$ cat src/core/rw_buffer_pkg.sv
// constants and types shared by the buffered read/write transceiver
package rw_buffer_pkg;
    // ****************************************
    // data path geometry
    // ****************************************
    localparam int DATA_W = 18;
    localparam int DEPTH = 4;
    localparam int PTR_W = 3;
    localparam int MON_DEPTH = 2;
    localparam logic [DATA_W-1:0] QUEUE_OUT_RESET = 18'h3ffff;
    localparam logic [PTR_W-1:0] QUEUE_FULL_COUNT = 3'h4;

    // ****************************************
    // register map (byte addresses)
    // ****************************************
    localparam logic [3:0] CTRL_ADDR = 4'h0;
    localparam logic [3:0] STATUS_ADDR = 4'h4;
    localparam logic [3:0] MON_ADDR = 4'h8;
    localparam int CTRL_FLUSH_BIT = 0;
    localparam int STAT_COUNT_LSB = 0;
    localparam int STAT_FULL_N_BIT = 3;
    localparam int STAT_EMPTY_BIT = 4;
    localparam int STAT_MON_LSB = 5;
    localparam int MON_VALID_BIT = 31;
    localparam logic [1:0] HRESP_OKAY = 2'h0;

    // pin samples, one word per synchroniser stage
    typedef struct packed {
        logic [DATA_W-1:0] a;
        logic [DATA_W-1:0] b;
        logic wr_n;
        logic rd_n;
        logic rst_n;
        logic b_oe_n;
        logic a_oe_n;
        logic open;
    } pin_t;
endpackage : rw_buffer_pkg

$ cat src/core/buffered_rw_bus_transceiver.sv
// buffered read/write transceiver: four-word write queue, read latch, ahb-lite status port
`timescale 1ns/1ps

module buffered_rw_bus_transceiver
    import rw_buffer_pkg::*;
(
    input wire logic hclk, // system clock
    input wire logic hresetn, // async reset, active low
    input wire logic hsel, // ahb slave select
    input wire logic [31:0] haddr, // ahb address
    input wire logic [1:0] htrans, // ahb transfer type
    input wire logic hwrite, // ahb write
    input wire logic [2:0] hsize, // ahb size, word only
    input wire logic [31:0] hwdata, // ahb write data
    input wire logic hready, // ahb bus ready
    output logic hreadyout, // ahb ready out
    output logic [1:0] hresp, // ahb response
    output logic [31:0] hrdata, // ahb read data
    input wire logic [rw_buffer_pkg::DATA_W-1:0] host_side_bus_in, // host bus level
    output logic [rw_buffer_pkg::DATA_W-1:0] host_side_bus_out, // latch word to host bus
    output logic host_side_bus_oe, // high while driving host bus
    input wire logic [rw_buffer_pkg::DATA_W-1:0] memory_side_bus_in, // memory bus level
    output logic [rw_buffer_pkg::DATA_W-1:0] memory_side_bus_out, // queue word to memory bus
    output logic memory_side_bus_oe, // high while driving memory bus
    input wire logic queue_write_enable_n, // push when low
    input wire logic queue_read_enable_n, // pop when low
    input wire logic queue_reset_n, // synchronous queue reset
    input wire logic b_side_drive_enable_n, // memory bus drive enable
    input wire logic a_side_drive_enable_n, // host bus drive enable
    input wire logic read_latch_open, // read latch transparent when high
    output logic queue_full_n, // low while four words stored
    output logic mon_ready // pop log has room
);
    import rw_buffer_pkg::*;

    // ****************************************
    // state
    // ****************************************
    typedef struct packed {
        pin_t s1;
        pin_t s2;
        logic [DEPTH-1:0][DATA_W-1:0] mem;
        logic [PTR_W-1:0] wptr;
        logic [PTR_W-1:0] rptr;
        logic [DATA_W-1:0] qout;
        logic full_n;
        logic [DATA_W-1:0] latch;
        logic a_oe;
        logic b_oe;
        logic [MON_DEPTH-1:0][DATA_W-1:0] mon;
        logic mon_head;
        logic [1:0] mon_cnt;
        logic mon_ready;
        logic wr_pend;
        logic [3:0] wr_addr;
        logic flush;
        logic [31:0] rdata;
    } state_t;

    // synchronisers rest at the pins' idle levels, so no active-low enable looks asserted after reset
    localparam pin_t PIN_IDLE = '{
        a: '0, b: '0, wr_n: 1'b1, rd_n: 1'b1, rst_n: 1'b1,
        b_oe_n: 1'b1, a_oe_n: 1'b1, open: 1'b0
    };

    localparam state_t STATE_RESET = '{
        s1: PIN_IDLE, s2: PIN_IDLE, mem: '0, wptr: '0, rptr: '0,
        qout: QUEUE_OUT_RESET, full_n: 1'b1, latch: '0,
        a_oe: 1'b0, b_oe: 1'b0, mon: '0, mon_head: 1'b0,
        mon_cnt: 2'h0, mon_ready: 1'b1, wr_pend: 1'b0,
        wr_addr: 4'h0, flush: 1'b0, rdata: 32'h0
    };

    state_t st;
    state_t next_st;
    pin_t p;
    logic [PTR_W-1:0] count;
    logic empty;
    logic full;
    logic do_wr;
    logic do_rd;
    logic qrst;
    logic addr_ok;
    logic mon_pop;
    logic mon_push;
    logic [PTR_W-1:0] next_count;

    // settled pin view, two stages behind the pins
    assign p = st.s2;
    assign count = st.wptr - st.rptr;
    assign empty = (count == '0);
    assign full = (count == QUEUE_FULL_COUNT);
    assign qrst = !p.rst_n || st.flush;
    // full takes the read and drops the write, empty the reverse
    assign do_wr = !p.wr_n && !full && !qrst;
    assign do_rd = !p.rd_n && !empty && !qrst;
    assign addr_ok = hsel && htrans[1] && hready;
    assign mon_pop = addr_ok && !hwrite && (haddr[3:0] == MON_ADDR) && (st.mon_cnt != 2'h0);
    // a pop while the log is full is simply not logged; mon_ready shows it
    assign mon_push = do_rd && st.mon_ready;

    // ****************************************
    // next state
    // ****************************************
    always_comb begin
        next_st = st;
        next_count = '0;
        // two flip-flops on every pin before use
        next_st.s1 = '{a: host_side_bus_in, b: memory_side_bus_in,
                       wr_n: queue_write_enable_n, rd_n: queue_read_enable_n,
                       rst_n: queue_reset_n, b_oe_n: b_side_drive_enable_n,
                       a_oe_n: a_side_drive_enable_n, open: read_latch_open};
        next_st.s2 = st.s1;

        // write queue, touched only by its own enables, its reset pin and the control-register flush
        if (qrst) begin
            next_st.wptr = '0;
            next_st.rptr = '0;
            next_st.qout = QUEUE_OUT_RESET;
            next_st.full_n = 1'b1;
        end else begin
            if (do_wr) begin
                next_st.mem[st.wptr[1:0]] = p.a;
                next_st.wptr = st.wptr + 3'h1;
            end
            if (do_rd) begin
                next_st.qout = st.mem[st.rptr[1:0]];
                next_st.rptr = st.rptr + 3'h1;
            end
            next_count = next_st.wptr - next_st.rptr;
            next_st.full_n = (next_count != QUEUE_FULL_COUNT);
        end

        // read latch follows the memory bus only while open
        if (p.open) begin
            next_st.latch = p.b;
        end
        next_st.a_oe = !p.a_oe_n;
        next_st.b_oe = !p.b_oe_n;

        // pop log, two entries
        if (mon_push) begin
            next_st.mon[st.mon_head ^ st.mon_cnt[0]] = st.mem[st.rptr[1:0]];
        end
        if (mon_pop) begin
            next_st.mon_head = !st.mon_head;
        end
        next_st.mon_cnt = st.mon_cnt + {1'b0, mon_push} - {1'b0, mon_pop};
        next_st.mon_ready = (next_st.mon_cnt != 2'h2);

        // ahb: read data is prepared in the address phase
        next_st.flush = 1'b0;
        if (st.wr_pend && (st.wr_addr == CTRL_ADDR)) begin
            next_st.flush = hwdata[CTRL_FLUSH_BIT];
        end
        next_st.wr_pend = addr_ok && hwrite;
        next_st.wr_addr = haddr[3:0];
        if (addr_ok && !hwrite) begin
            unique case (haddr[3:0])
                STATUS_ADDR: begin
                    next_st.rdata = 32'h0;
                    next_st.rdata[STAT_COUNT_LSB +: PTR_W] = count;
                    next_st.rdata[STAT_FULL_N_BIT] = st.full_n;
                    next_st.rdata[STAT_EMPTY_BIT] = empty;
                    next_st.rdata[STAT_MON_LSB +: 2] = st.mon_cnt;
                end
                MON_ADDR: begin
                    next_st.rdata = 32'h0;
                    next_st.rdata[DATA_W-1:0] = st.mon[st.mon_head];
                    next_st.rdata[MON_VALID_BIT] = (st.mon_cnt != 2'h0);
                end
                default: begin
                    next_st.rdata = 32'h0; // control and unmapped read zero
                end
            endcase
        end
    end

    // ****************************************
    // the only register process
    // ****************************************
    always_ff @(posedge hclk or negedge hresetn) begin
        if (!hresetn) begin
            st <= STATE_RESET;
        end else begin
            st <= next_st;
        end
    end

    // outputs straight from state, except the constant hreadyout and hresp
    assign hreadyout = 1'b1;
    assign hresp = HRESP_OKAY;
    assign hrdata = st.rdata;
    assign host_side_bus_out = st.latch;
    assign host_side_bus_oe = st.a_oe;
    assign memory_side_bus_out = st.qout;
    assign memory_side_bus_oe = st.b_oe;
    assign queue_full_n = st.full_n;
    assign mon_ready = st.mon_ready;
endmodule : buffered_rw_bus_transceiver

$ cat config.mk
export PLATFORM = sky130hd
export DESIGN_NAME = buffered_rw_bus_transceiver
export DESIGN_NICKNAME = d
export VERILOG_FILES = /design/src/core/rw_buffer_pkg.sv /design/src/core/buffered_rw_bus_transceiver.sv
export SDC_FILE = /design/constraint.sdc
export NUM_CORES = 1
export LEC_CHECK = 0
export ABC_AREA = 0
export BUFFER_PORTS_ARGS = -buffer_cell sky130_fd_sc_hd__buf_2
export CAP_MARGIN = 40
export CORE_ASPECT_RATIO = 0.8
export CORE_MARGIN = 5
export CORE_UTILIZATION = 56
export DETAILED_ROUTE_END_ITERATION = 8
export PLACE_DENSITY = 0.81
export SLEW_MARGIN = 25
export SYNTH_ARGS = -nofsm -noshare
export SYNTH_HDL_FRONTEND = slang
export SYNTH_SLANG_ARGS = --single-unit
export TNS_END_PERCENT = 50
$ cat constraint.sdc
create_clock -name hclk -period 4.4 [get_ports hclk]
set_clock_uncertainty 0.15 [all_clocks]
set_input_delay 0.44 -clock hclk [delete_from_list [all_inputs] [get_ports hclk]]
set_output_delay 0.44 -clock hclk [all_outputs]
set_load 0.01 [all_outputs]
==> flow_metrics.tcl, run 1 <==
set metrics [dict create \
    rsz0062_at_grt "false" \
    yosysWarnings 0 \
    path_cells "inv_1, ha_1, fa_1, xor3_2, a211oi_4, mux2_2, ha_1, a21oi_1, xnor3_1, mux2i_1" \
    power_density_nw_per_um2 611 \
    relSlewSlack 0.474 \
    slowest_delay_ns 0.53 \
    path_depth 10 \
    vias 5678 \
    setup_tns_ns 0 \
    fmax_mhz 279 \
    grtUsageMet3 0.0436 \
    synth.most_common_cell "dfrtp_1" \
    period_needed_ns 3.59 \
    start_util 0.565 \
    worstMarginPinSlew_ns 0.789 \
    status "finished, final reports clean" \
    cts_tree "yes" \
    synthFlopType "dfrtp_1" \
    ios 191 \
    fp-row-count 45 \
    synthTopCellsByArea "dfrtp_1, mux2_2, dfstp_2" \
    gr-usage-met2 0.310 \
    final_hold_viol_count 0 \
    synth_compound_area_frac 0.0196 \
    critPathRequiredTime_ns 4.70 \
    path_buf_inv 1 \
    arrival_ns 3.89 \
    synth_edf_count 0 \
    crit_family "adder cells" \
    coreArea_um2 18800 \
    ys_ff_latch 266 \
    vdd_drop_max_uv 358 \
    drive_above_1_share 0.416 \
    overflow 0 \
    start_kind "register" \
    clk_path_buf_depth 3 \
    die_h_um 133 \
    synth_top_family_by_area "multiplexers" \
    grt_max_degree 123 \
    grt_usage 0.189 \
    cp_common_cell "ha_1" \
    synth_cells 699 \
    first_global_vias 6228 \
    io_buffers 111 \
    drt_iter0_drc 345 \
    drt-vias-per-instance 5.21 \
    drc 0 \
    place.gp.congestion 0.764 \
    netlist.area_leader.share 0.556 \
    grt_busiest_layer "met2" \
    setup_viol 0 \
    final_nets 939 \
    synthAdderAreaFrac 0.0137 \
    finalCritPeriodShare 0.816 \
    cts_resized 0 \
    final_antenna_net_count 0 \
    fin_ws_ns 0.811 \
    cp_slowest_cell "a211oi_4" \
    leakage_nw 5.83 \
    clkTransAtPathRegs_ns 0.06 \
    die_w_um 164 \
    place_area_um2 11000 \
    synth_common_cells "dfrtp_1, mux2_2, buf_4" \
    fp.dieArea_um2 21800 \
    reg2reg_depth 10 \
    hold_class "input pin to register" \
    dr.pass1.iters 4 \
    cap_violations 0 \
    crit_fanout 5 \
    yosysSeqAreaShare 0.630 \
    dp_slack_ns 0.912 \
    clock-sinks 266 \
    path_class "register to register" \
    hold_slack_ns 0.0163 \
    design_area_um2 12300 \
    endpoint_kind "register" \
    clockRootBuffer "clkbuf_16" \
    antenna_found_initial 1 \
    ys_types 45 \
    yosys.area_share.xor_xnor 0.0148 \
    use_met1 0.261 \
    grt_pass1_wl_mm 33.0 \
    syn_avg_cell_area_um2 15.2 \
    finalMaxSlewViolations 0 \
    synth_area_um2 10600 \
    synthSimpleGateAreaFrac 0.0458 \
    h-tree-depth 1 \
    hold_depth 2 \
    synthArstFlopShare 1.00 \
    dpl.hpwl_mm 12.5 \
    synth_mux_area_frac 0.206 \
    drt_wl_total_mm 20.0 \
    numCtsBuffers 26 \
    syn2layout_area_growth_pct 15.9 \
    cts_setup_buffers 0 \
    detail_route.wl_per_cell_um 18.3 \
    clock_latency_ns 0.53 \
    synth.largest_area_cell "dfrtp_1" \
    ctsHoldBuffers 47 \
]
[flip-flops by register name, indices dropped and copies added (netlist names)]
name,cells
st,123
memory_side_bus_out,18
host_side_bus_out,18
mon_ready,1
memory_side_bus_oe,1
host_side_bus_oe,1
next_st,42
p,42
queue_full_n,1
hrdata,19
[cell families after synthesis]
group / count (synthesis)
mux: 165
compound gates: 33
simple gates: 100
fa+ha+maj: 11
xor+xnor: 13
flops: 266
buf+inv: 109
other cells: 2
[final timing paths]
check / to / from / slack, ns
max: queue_full_n$_DFF_PN1_ / st[120]$_DFF_PN0_ / 0.81
min: st[32]$_DFF_PN0_ / hwdata[0] / 0.02
max reg2reg: queue_full_n$_DFF_PN1_ / st[120]$_DFF_PN0_ / 0.81
min reg2reg: p[28]$_DFF_PN0_ / next_st[223]$_DFF_PN0_ / 0.19
max in group asynchronous: st[118]$_DFF_PN0_ / hresetn / 2.56
min in group asynchronous: st[34]$_DFF_PN0_ / hresetn / 0.37
[layout make-up]
cell class                 instances  area [um2]
sequential                       266        6690
antenna                            1        2.50
multi-input combinational        338        3250
tap                              258         323
timing repair buffer             171        1150
clock buffer                      39         749
fill                            1297        6500
clock inverter                     8         105
inverter                           9        33.8
[layout by cell type (no fill, tap or decap), types with 3 or more instances in the layout]
cell type / synthesis / final
dfrtp_1: 236 / 236
buf_2: 2 / 111
mux2_2: 87 / 87
nand2_1: 54 / 54
dlygate4sd3_1: 0 / 47
mux2_4: 40 / 40
dfstp_2: 30 / 30
clkbuf_16: 0 / 26
mux2i_1: 20 / 20
nand3_1: 19 / 19
o21ai_0: 18 / 18
mux4_2: 18 / 18
conb_1: 2 / 16
ha_1: 10 / 10
buf_4: 73 / 10
inv_1: 9 / 9
nor2_1: 8 / 8
clkbuf_1: 17 / 8
xnor2_1: 5 / 5
xor2_1: 5 / 5
a22oi_1: 5 / 5
clkbuf_8: 0 / 5
a21oi_1: 4 / 4
clkinv_2: 0 / 4
nand2_4: 3 / 3
[per-layer routing]
metal / share of wire / vias to the layer above
li1: - / 2539
met3: 0.061 / 32
met1: 0.44 / 2946
met2: 0.48 / 161
met5: 0 / -
met4: 0.021 / 0
[power by group]
group	leakage (nW)	internal, mW	switching [mW]
clock	0.421	1.30	0.899
sequential	3.23	3.10	0.330
combinational	2.18	1.00	0.890
total	5.83	5.40	2.12
[per-stage QoR]
stage               utilization  std cells  power (mW)
detailed placement        0.583        994        5.31
global placement          0.583        993        5.18
finish                    0.655       1090        7.52
global route              0.654       1089        7.90
CTS                       0.654       1088        7.58
floorplan                     -        713        4.86
Power figures use the tool's default switching activity.
==> run 2: changes to the inputs <==
--- a/config.mk
+++ b/config.mk
@@ -5,14 +5,14 @@
 export SDC_FILE = /design/constraint.sdc
 export NUM_CORES = 1
 export LEC_CHECK = 0
-export ABC_AREA = 0
+export ABC_AREA = 1
 export BUFFER_PORTS_ARGS = -buffer_cell sky130_fd_sc_hd__buf_2
 export CAP_MARGIN = 40
 export CORE_ASPECT_RATIO = 0.8
 export CORE_MARGIN = 5
-export CORE_UTILIZATION = 56
+export CORE_UTILIZATION = 55
 export DETAILED_ROUTE_END_ITERATION = 8
-export PLACE_DENSITY = 0.81
+export PLACE_DENSITY = 0.8
 export SLEW_MARGIN = 25
 export SYNTH_ARGS = -nofsm -noshare
 export SYNTH_HDL_FRONTEND = slang
==> constraint.sdc (replaced) <==
create_clock -name hclk -period 3.5 [get_ports hclk]
set_clock_uncertainty 0.15 [all_clocks]
set_input_delay 0.35 -clock hclk [delete_from_list [all_inputs] [get_ports hclk]]
set_output_delay 0.35 -clock hclk [all_outputs]
set_load 0.01 [all_outputs]
==> flow_metrics.tcl, run 2 <==
set metrics [dict create \
    status "finished, final reports clean" \
    coreArea_um2 18900 \
    clkTransAtPathRegs_ns 0.06 \
    r2r_start "st[120]$_DFF_PN0_" \
    fp.dieArea_um2 22100 \
    die_w_um 165 \
    period_needed_ns 3.12 \
    critPathRequiredTime_ns 3.78 \
    rsz0062_at_grt "false" \
    reg2reg_to "queue_full_n$_DFF_PN1_" \
    mostFrequentLayoutCells "dfrtp_1, nand2_1, o21ai_0" \
    power_density_nw_per_um2 750 \
    cp_slowest_cell "fa_1" \
    synth_cells 978 \
    die_h_um 134 \
    ios 191 \
    final_antenna_net_count 0 \
    synth_area_um2 10600 \
    endpoint_kind "register" \
    dpl.hpwl_mm 12.9 \
    drt_iter0_drc 559 \
    hp-start "hwrite" \
    hold_depth 3 \
    vias 6928 \
    synthTopCellsByArea "dfrtp_1, dfstp_2, nand2_1" \
    worstMarginPinSlew_ns 0.772 \
    drt-vias-per-instance 5.11 \
    finalCritPeriodShare 0.891 \
    drt_wl_total_mm 21.2 \
    numCtsBuffers 25 \
    place.gp.congestion 0.791 \
    regToRegSetupSlack_ns 0.38 \
    final_hold_viol_count 0 \
    syn2layout_area_growth_pct 15.9 \
    synth.most_common_cell "dfrtp_1" \
    synthArstFlopShare 1.00 \
    clock-sinks 266 \
    synth_edf_count 0 \
    detail_route.wl_per_cell_um 15.6 \
    first_global_vias 7057 \
    path_depth 16 \
    antenna_found_initial 0 \
    cts_setup_buffers 0 \
    finalMaxSlewViolations 0 \
    path_buf_inv 4 \
    crit_family "simple AND/OR/NAND/NOR gates" \
    final_nets 1207 \
    grt_max_degree 95 \
    drive_above_1_share 0.211 \
    reg2reg_depth 16 \
    clk_path_buf_depth 3 \
    fp-row-count 45 \
    synthFlopType "dfrtp_1" \
    cts_tree "yes" \
    regMostFlops "st" \
    path_class "register to register" \
    yosysSeqAreaShare 0.634 \
    arrival_ns 3.40 \
    ys_types 38 \
    h-tree-depth 1 \
    cap_violations 0 \
    start_kind "register" \
    start_util 0.558 \
    hold_path_end "st[37]$_DFF_PN0_" \
    largest_reg_flops 123 \
    netlist.area_leader.share 0.560 \
    io_buffers 111 \
    cp_common_cell "inv_1" \
    synth_common_cells "dfrtp_1, nand2_1, o21ai_0" \
    relSlewSlack 0.485 \
    clockRootBuffer "clkbuf_16" \
    clock_latency_ns 0.53 \
    leakage_nw 5.90 \
    ys_ff_latch 266 \
    synth.largest_area_cell "dfrtp_1" \
    syn_avg_cell_area_um2 10.8 \
    crit_fanout 11 \
    final_common_cell "dfrtp_1" \
    yosysWarnings 0 \
    place_area_um2 10900 \
    fillers 1450 \
    path_cells "inv_1, ha_1, fa_1, nand2_1, inv_1, nand3_2, nand3_1, nand2_1, o21ai_1, ha_1, inv_1, nor2_1, nor2_1, inv_1, nand3_1, nand3_1" \
    design_area_um2 12200 \
    vdd_drop_max_uv 418 \
    fmax_mhz 321 \
    final_core_util 0.646 \
    dr.pass1.iters 5 \
    antenna_cells 0 \
    setup_viol 0 \
    overflow 0 \
    hold_class "input pin to register" \
    drc 0 \
    grt_pass1_wl_mm 35.7 \
    setup_tns_ns 0 \
    grt_usage 0.196 \
    slowest_delay_ns 0.51 \
]
==> run 2: cell count changes after synthesis, sizes merged, moves of 18 or more <==
| cell | change |
|---|---|
| o21ai | +161 |
| nand2 | +119 |
| mux2 | -109 |
| inv | +60 |
| nor2 | +47 |
| o22ai | +36 |
| mux4 | -18 |
==> run 2: worst max-delay path by stage <==
stage | startpoint | end | slack (ns)
after floorplan | st[120]$_DFF_PN0_ | mon_ready$_DFF_PN1_ | 0.74
after global placement | st[120]$_DFF_PN0_ | queue_full_n$_DFF_PN1_ | 0.51
after detailed placement | st[120]$_DFF_PN0_ | queue_full_n$_DFF_PN1_ | 0.42
after CTS | st[120]$_DFF_PN0_ | queue_full_n$_DFF_PN1_ | 0.41
after global routing | st[120]$_DFF_PN0_ | queue_full_n$_DFF_PN1_ | 0.16
final | st[120]$_DFF_PN0_ | queue_full_n$_DFF_PN1_ | 0.38
==> run 2: cells by family (layout without fill, tap and decap cells) <==
kind of cell,Yosys count,after routing,synth area share
flip-flops,266,266,0.634
other,2,16,0.000712
AND/OR/NAND/NOR,250,250,0.100
XOR/XNOR,7,7,0.00652
multiplexers,32,32,0.0325
buffers and inverters,184,291,0.0977
AO/OA/AOI/OAI,226,226,0.114
adder cells (fa/ha/maj),11,11,0.0138
==> run 2: where the power goes <==
| group | switching, mW | internal (mW) | total, mW | leakage, nW |
|---|---|---|---|---|
| Clock | 1.15 | 1.68 | 2.83 | 0.424 |
| Combinational | 1.37 | 0.765 | 2.13 | 2.22 |
| Sequential | 0.359 | 3.86 | 4.22 | 3.26 |
| Total | 2.88 | 6.30 | 9.18 | 5.90 |
==> run 2: area by class of cell <==
cell class / instances / area, um2 / share of cell area
clock inverters: 11 / 153 / 0.0125
repair buffers: 175 / 1190 / 0.0974
multi-input cells: 542 / 2880 / 0.236
well taps: 258 / 323 / 0.0264
flip-flops and latches: 266 / 6690 / 0.547
inverters: 70 / 263 / 0.0215
clock buffers: 35 / 723 / 0.0591
==> run 2: repair_timing <==
action                    CTS  global route
hold endpoints to repair  126             0
gates resized for setup     0             0
hold buffers               48             0
==> run 2: worst min-delay path: stages <==
cell and delay, ns:
buf_2 0.21, inv_1 0.10, nor2_1 0.05
==> run 2: through the flow <==
step | power [mW] | setup WS (ns) | std cells | hold slack, ns
after floorplan | 5.75 | 0.744 | 992 | -0.0956
after global routing | 9.74 | 0.163 | 1357 | 0.0717
after CTS | 9.23 | 0.409 | 1357 | 0.0665
after global placement | 6.23 | 0.513 | 1263 | 0.183
after detailed placement | 6.33 | 0.416 | 1263 | 0.185
final | 9.18 | 0.382 | 1357 | 0.0845
==> run 2: metal layers <==
metal  GRT usage  wire [um]  up-vias
met5           0          0        -
met4      0.0536        470        0
met3      0.0372       1340       40
met2       0.309       9800      216
met1       0.283       9620     3342
li1            -          -     3330
==> run 3: changes to the inputs <==
--- a/config.mk
+++ b/config.mk
@@ -12,6 +12,7 @@
 export CORE_MARGIN = 5
 export CORE_UTILIZATION = 55
 export DETAILED_ROUTE_END_ITERATION = 8
+export HOLD_SLACK_MARGIN = 0.15
 export PLACE_DENSITY = 0.8
 export SLEW_MARGIN = 25
 export SYNTH_ARGS = -nofsm -noshare
==> flow_metrics.tcl, run 3 (synthesized netlist as in run 2, its figures left out) <==
set metrics [dict create \
    setup_viol 0 \
    critPathRequiredTime_ns 3.78 \
    numCtsBuffers 25 \
    finalCritPeriodShare 0.892 \
    fin_ws_ns 0.377 \
    regToRegSetupSlack_ns 0.38 \
    path_cells "inv_1, ha_1, fa_1, nand2_1, inv_1, nand3_2, nand3_1, nand2_1, o21ai_1, ha_1, inv_1, nor2_1, nor2_1, inv_1, nand3_1, nand3_1" \
    finalMaxSlewViolations 0 \
    hold_depth 0 \
    overflow 0 \
    cp_common_cell "inv_1" \
    die_w_um 165 \
    leakage_nw 5.91 \
    start_kind "register" \
    clockRootBuffer "clkbuf_16" \
    antenna_cells 0 \
    drt_wl_total_mm 21.2 \
    first_global_vias 7069 \
    syn2layout_area_growth_pct 16.1 \
    final_hold_viol_count 0 \
    final_nets 1209 \
    grt_usage 0.196 \
    dpl.hpwl_mm 12.9 \
    endpoint_kind "register" \
    vdd_drop_max_uv 418 \
    dp_slack_ns 0.416 \
    design_area_um2 12200 \
    antenna_found_initial 0 \
    start_util 0.558 \
    hold_slack_ns 0.197 \
    die_h_um 134 \
    place_area_um2 10900 \
    grt_max_degree 95 \
    period_needed_ns 3.12 \
    status "finished, final reports clean" \
    hold_path_end "p[12]$_DFF_PN0_" \
    coreArea_um2 18900 \
    clock_latency_ns 0.54 \
    clkTransAtPathRegs_ns 0.06 \
    reg2reg_to "queue_full_n$_DFF_PN1_" \
    clock-sinks 266 \
    dr.pass1.iters 5 \
    slowest_delay_ns 0.51 \
    drt-vias-per-instance 5.08 \
    hold_class "register to register" \
    place.gp.congestion 0.791 \
    ios 191 \
    drc 0 \
    vias 6902 \
    final_antenna_net_count 0 \
    grt_pass1_wl_mm 35.7 \
    cap_violations 0 \
    cp_slowest_cell "fa_1" \
    fp-row-count 45 \
    power_density_nw_per_um2 749 \
    rsz0062_at_grt "false" \
    worstMarginPinSlew_ns 0.771 \
    clk_path_buf_depth 3 \
    arrival_ns 3.41 \
    drive_above_1_share 0.211 \
    reg2reg_depth 16 \
    fmax_mhz 320 \
    cts_tree "yes" \
    crit_fanout 11 \
    setup_tns_ns 0 \
    detail_route.wl_per_cell_um 15.6 \
    stdcell_count 1359 \
    dp.cells 1263 \
    regMostFlops "st" \
    drt_iter0_drc 636 \
    finalPower_mw 9.17 \
    path_buf_inv 4 \
    r2r_start "st[120]$_DFF_PN0_" \
    relSlewSlack 0.486 \
    final_common_cell "dfrtp_1" \
    final_core_util 0.647 \
    hp-start "next_st[207]$_DFF_PN0_" \
    mostFrequentLayoutCells "dfrtp_1, nand2_1, o21ai_0" \
    largest_reg_flops 123 \
    h-tree-depth 1 \
    path_class "register to register" \
    fp.dieArea_um2 22100 \
    io_buffers 111 \
    crit_family "simple AND/OR/NAND/NOR gates" \
]
run 3: changes by cell type in the layout (fill, tap and decap cells not counted):
cell,delta
dlygate4sd3_1,+2
run 3: worst max-delay path by stage:
stage / from / endpoint / depth (start not counted)
final: st[120]$_DFF_PN0_ / queue_full_n$_DFF_PN1_ / 16
after global routing: st[120]$_DFF_PN0_ / queue_full_n$_DFF_PN1_ / 16
after CTS: st[120]$_DFF_PN0_ / queue_full_n$_DFF_PN1_ / 16
after detailed placement: st[120]$_DFF_PN0_ / queue_full_n$_DFF_PN1_ / 15
after global placement: st[120]$_DFF_PN0_ / queue_full_n$_DFF_PN1_ / 16
after floorplan: st[120]$_DFF_PN0_ / mon_ready$_DFF_PN1_ / 14
run 3: power breakdown:
| part | internal, mW | leakage, nW | switching, mW |
|---|---|---|---|
| Sequential | 3.86 | 3.26 | 0.359 |
| Combinational | 0.767 | 2.23 | 1.37 |
| Clock | 1.68 | 0.424 | 1.15 |
| Total | 6.30 | 5.91 | 2.88 |
run 3: layout make-up:
cell class / count / area [um2]
clock inverters: 11 / 153
well taps: 258 / 323
fillers: 1451 / 6670
repair buffers: 177 / 1210
multi-input cells: 542 / 2880
clock buffers: 35 / 723
inverters: 70 / 263
flip-flops and latches: 266 / 6690
run 3: layer usage:
layer | vias to the layer above | GRT usage | part of all wire
met5 | - | 0 | 0
met4 | 0 | 0.0536 | 0.022
met3 | 40 | 0.0372 | 0.066
met2 | 214 | 0.310 | 0.46
met1 | 3315 | 0.283 | 0.45
li1 | 3333 | - | -
run 3: what timing repair did:
| item | 4_1_cts | 5_1_grt |
|---|---|---|
| hold endpoints to repair | 139 | 0 |
| resized for setup | 0 | 0 |
| buffers inserted | 0 | 0 |
| hold buffers | 50 | 0 |
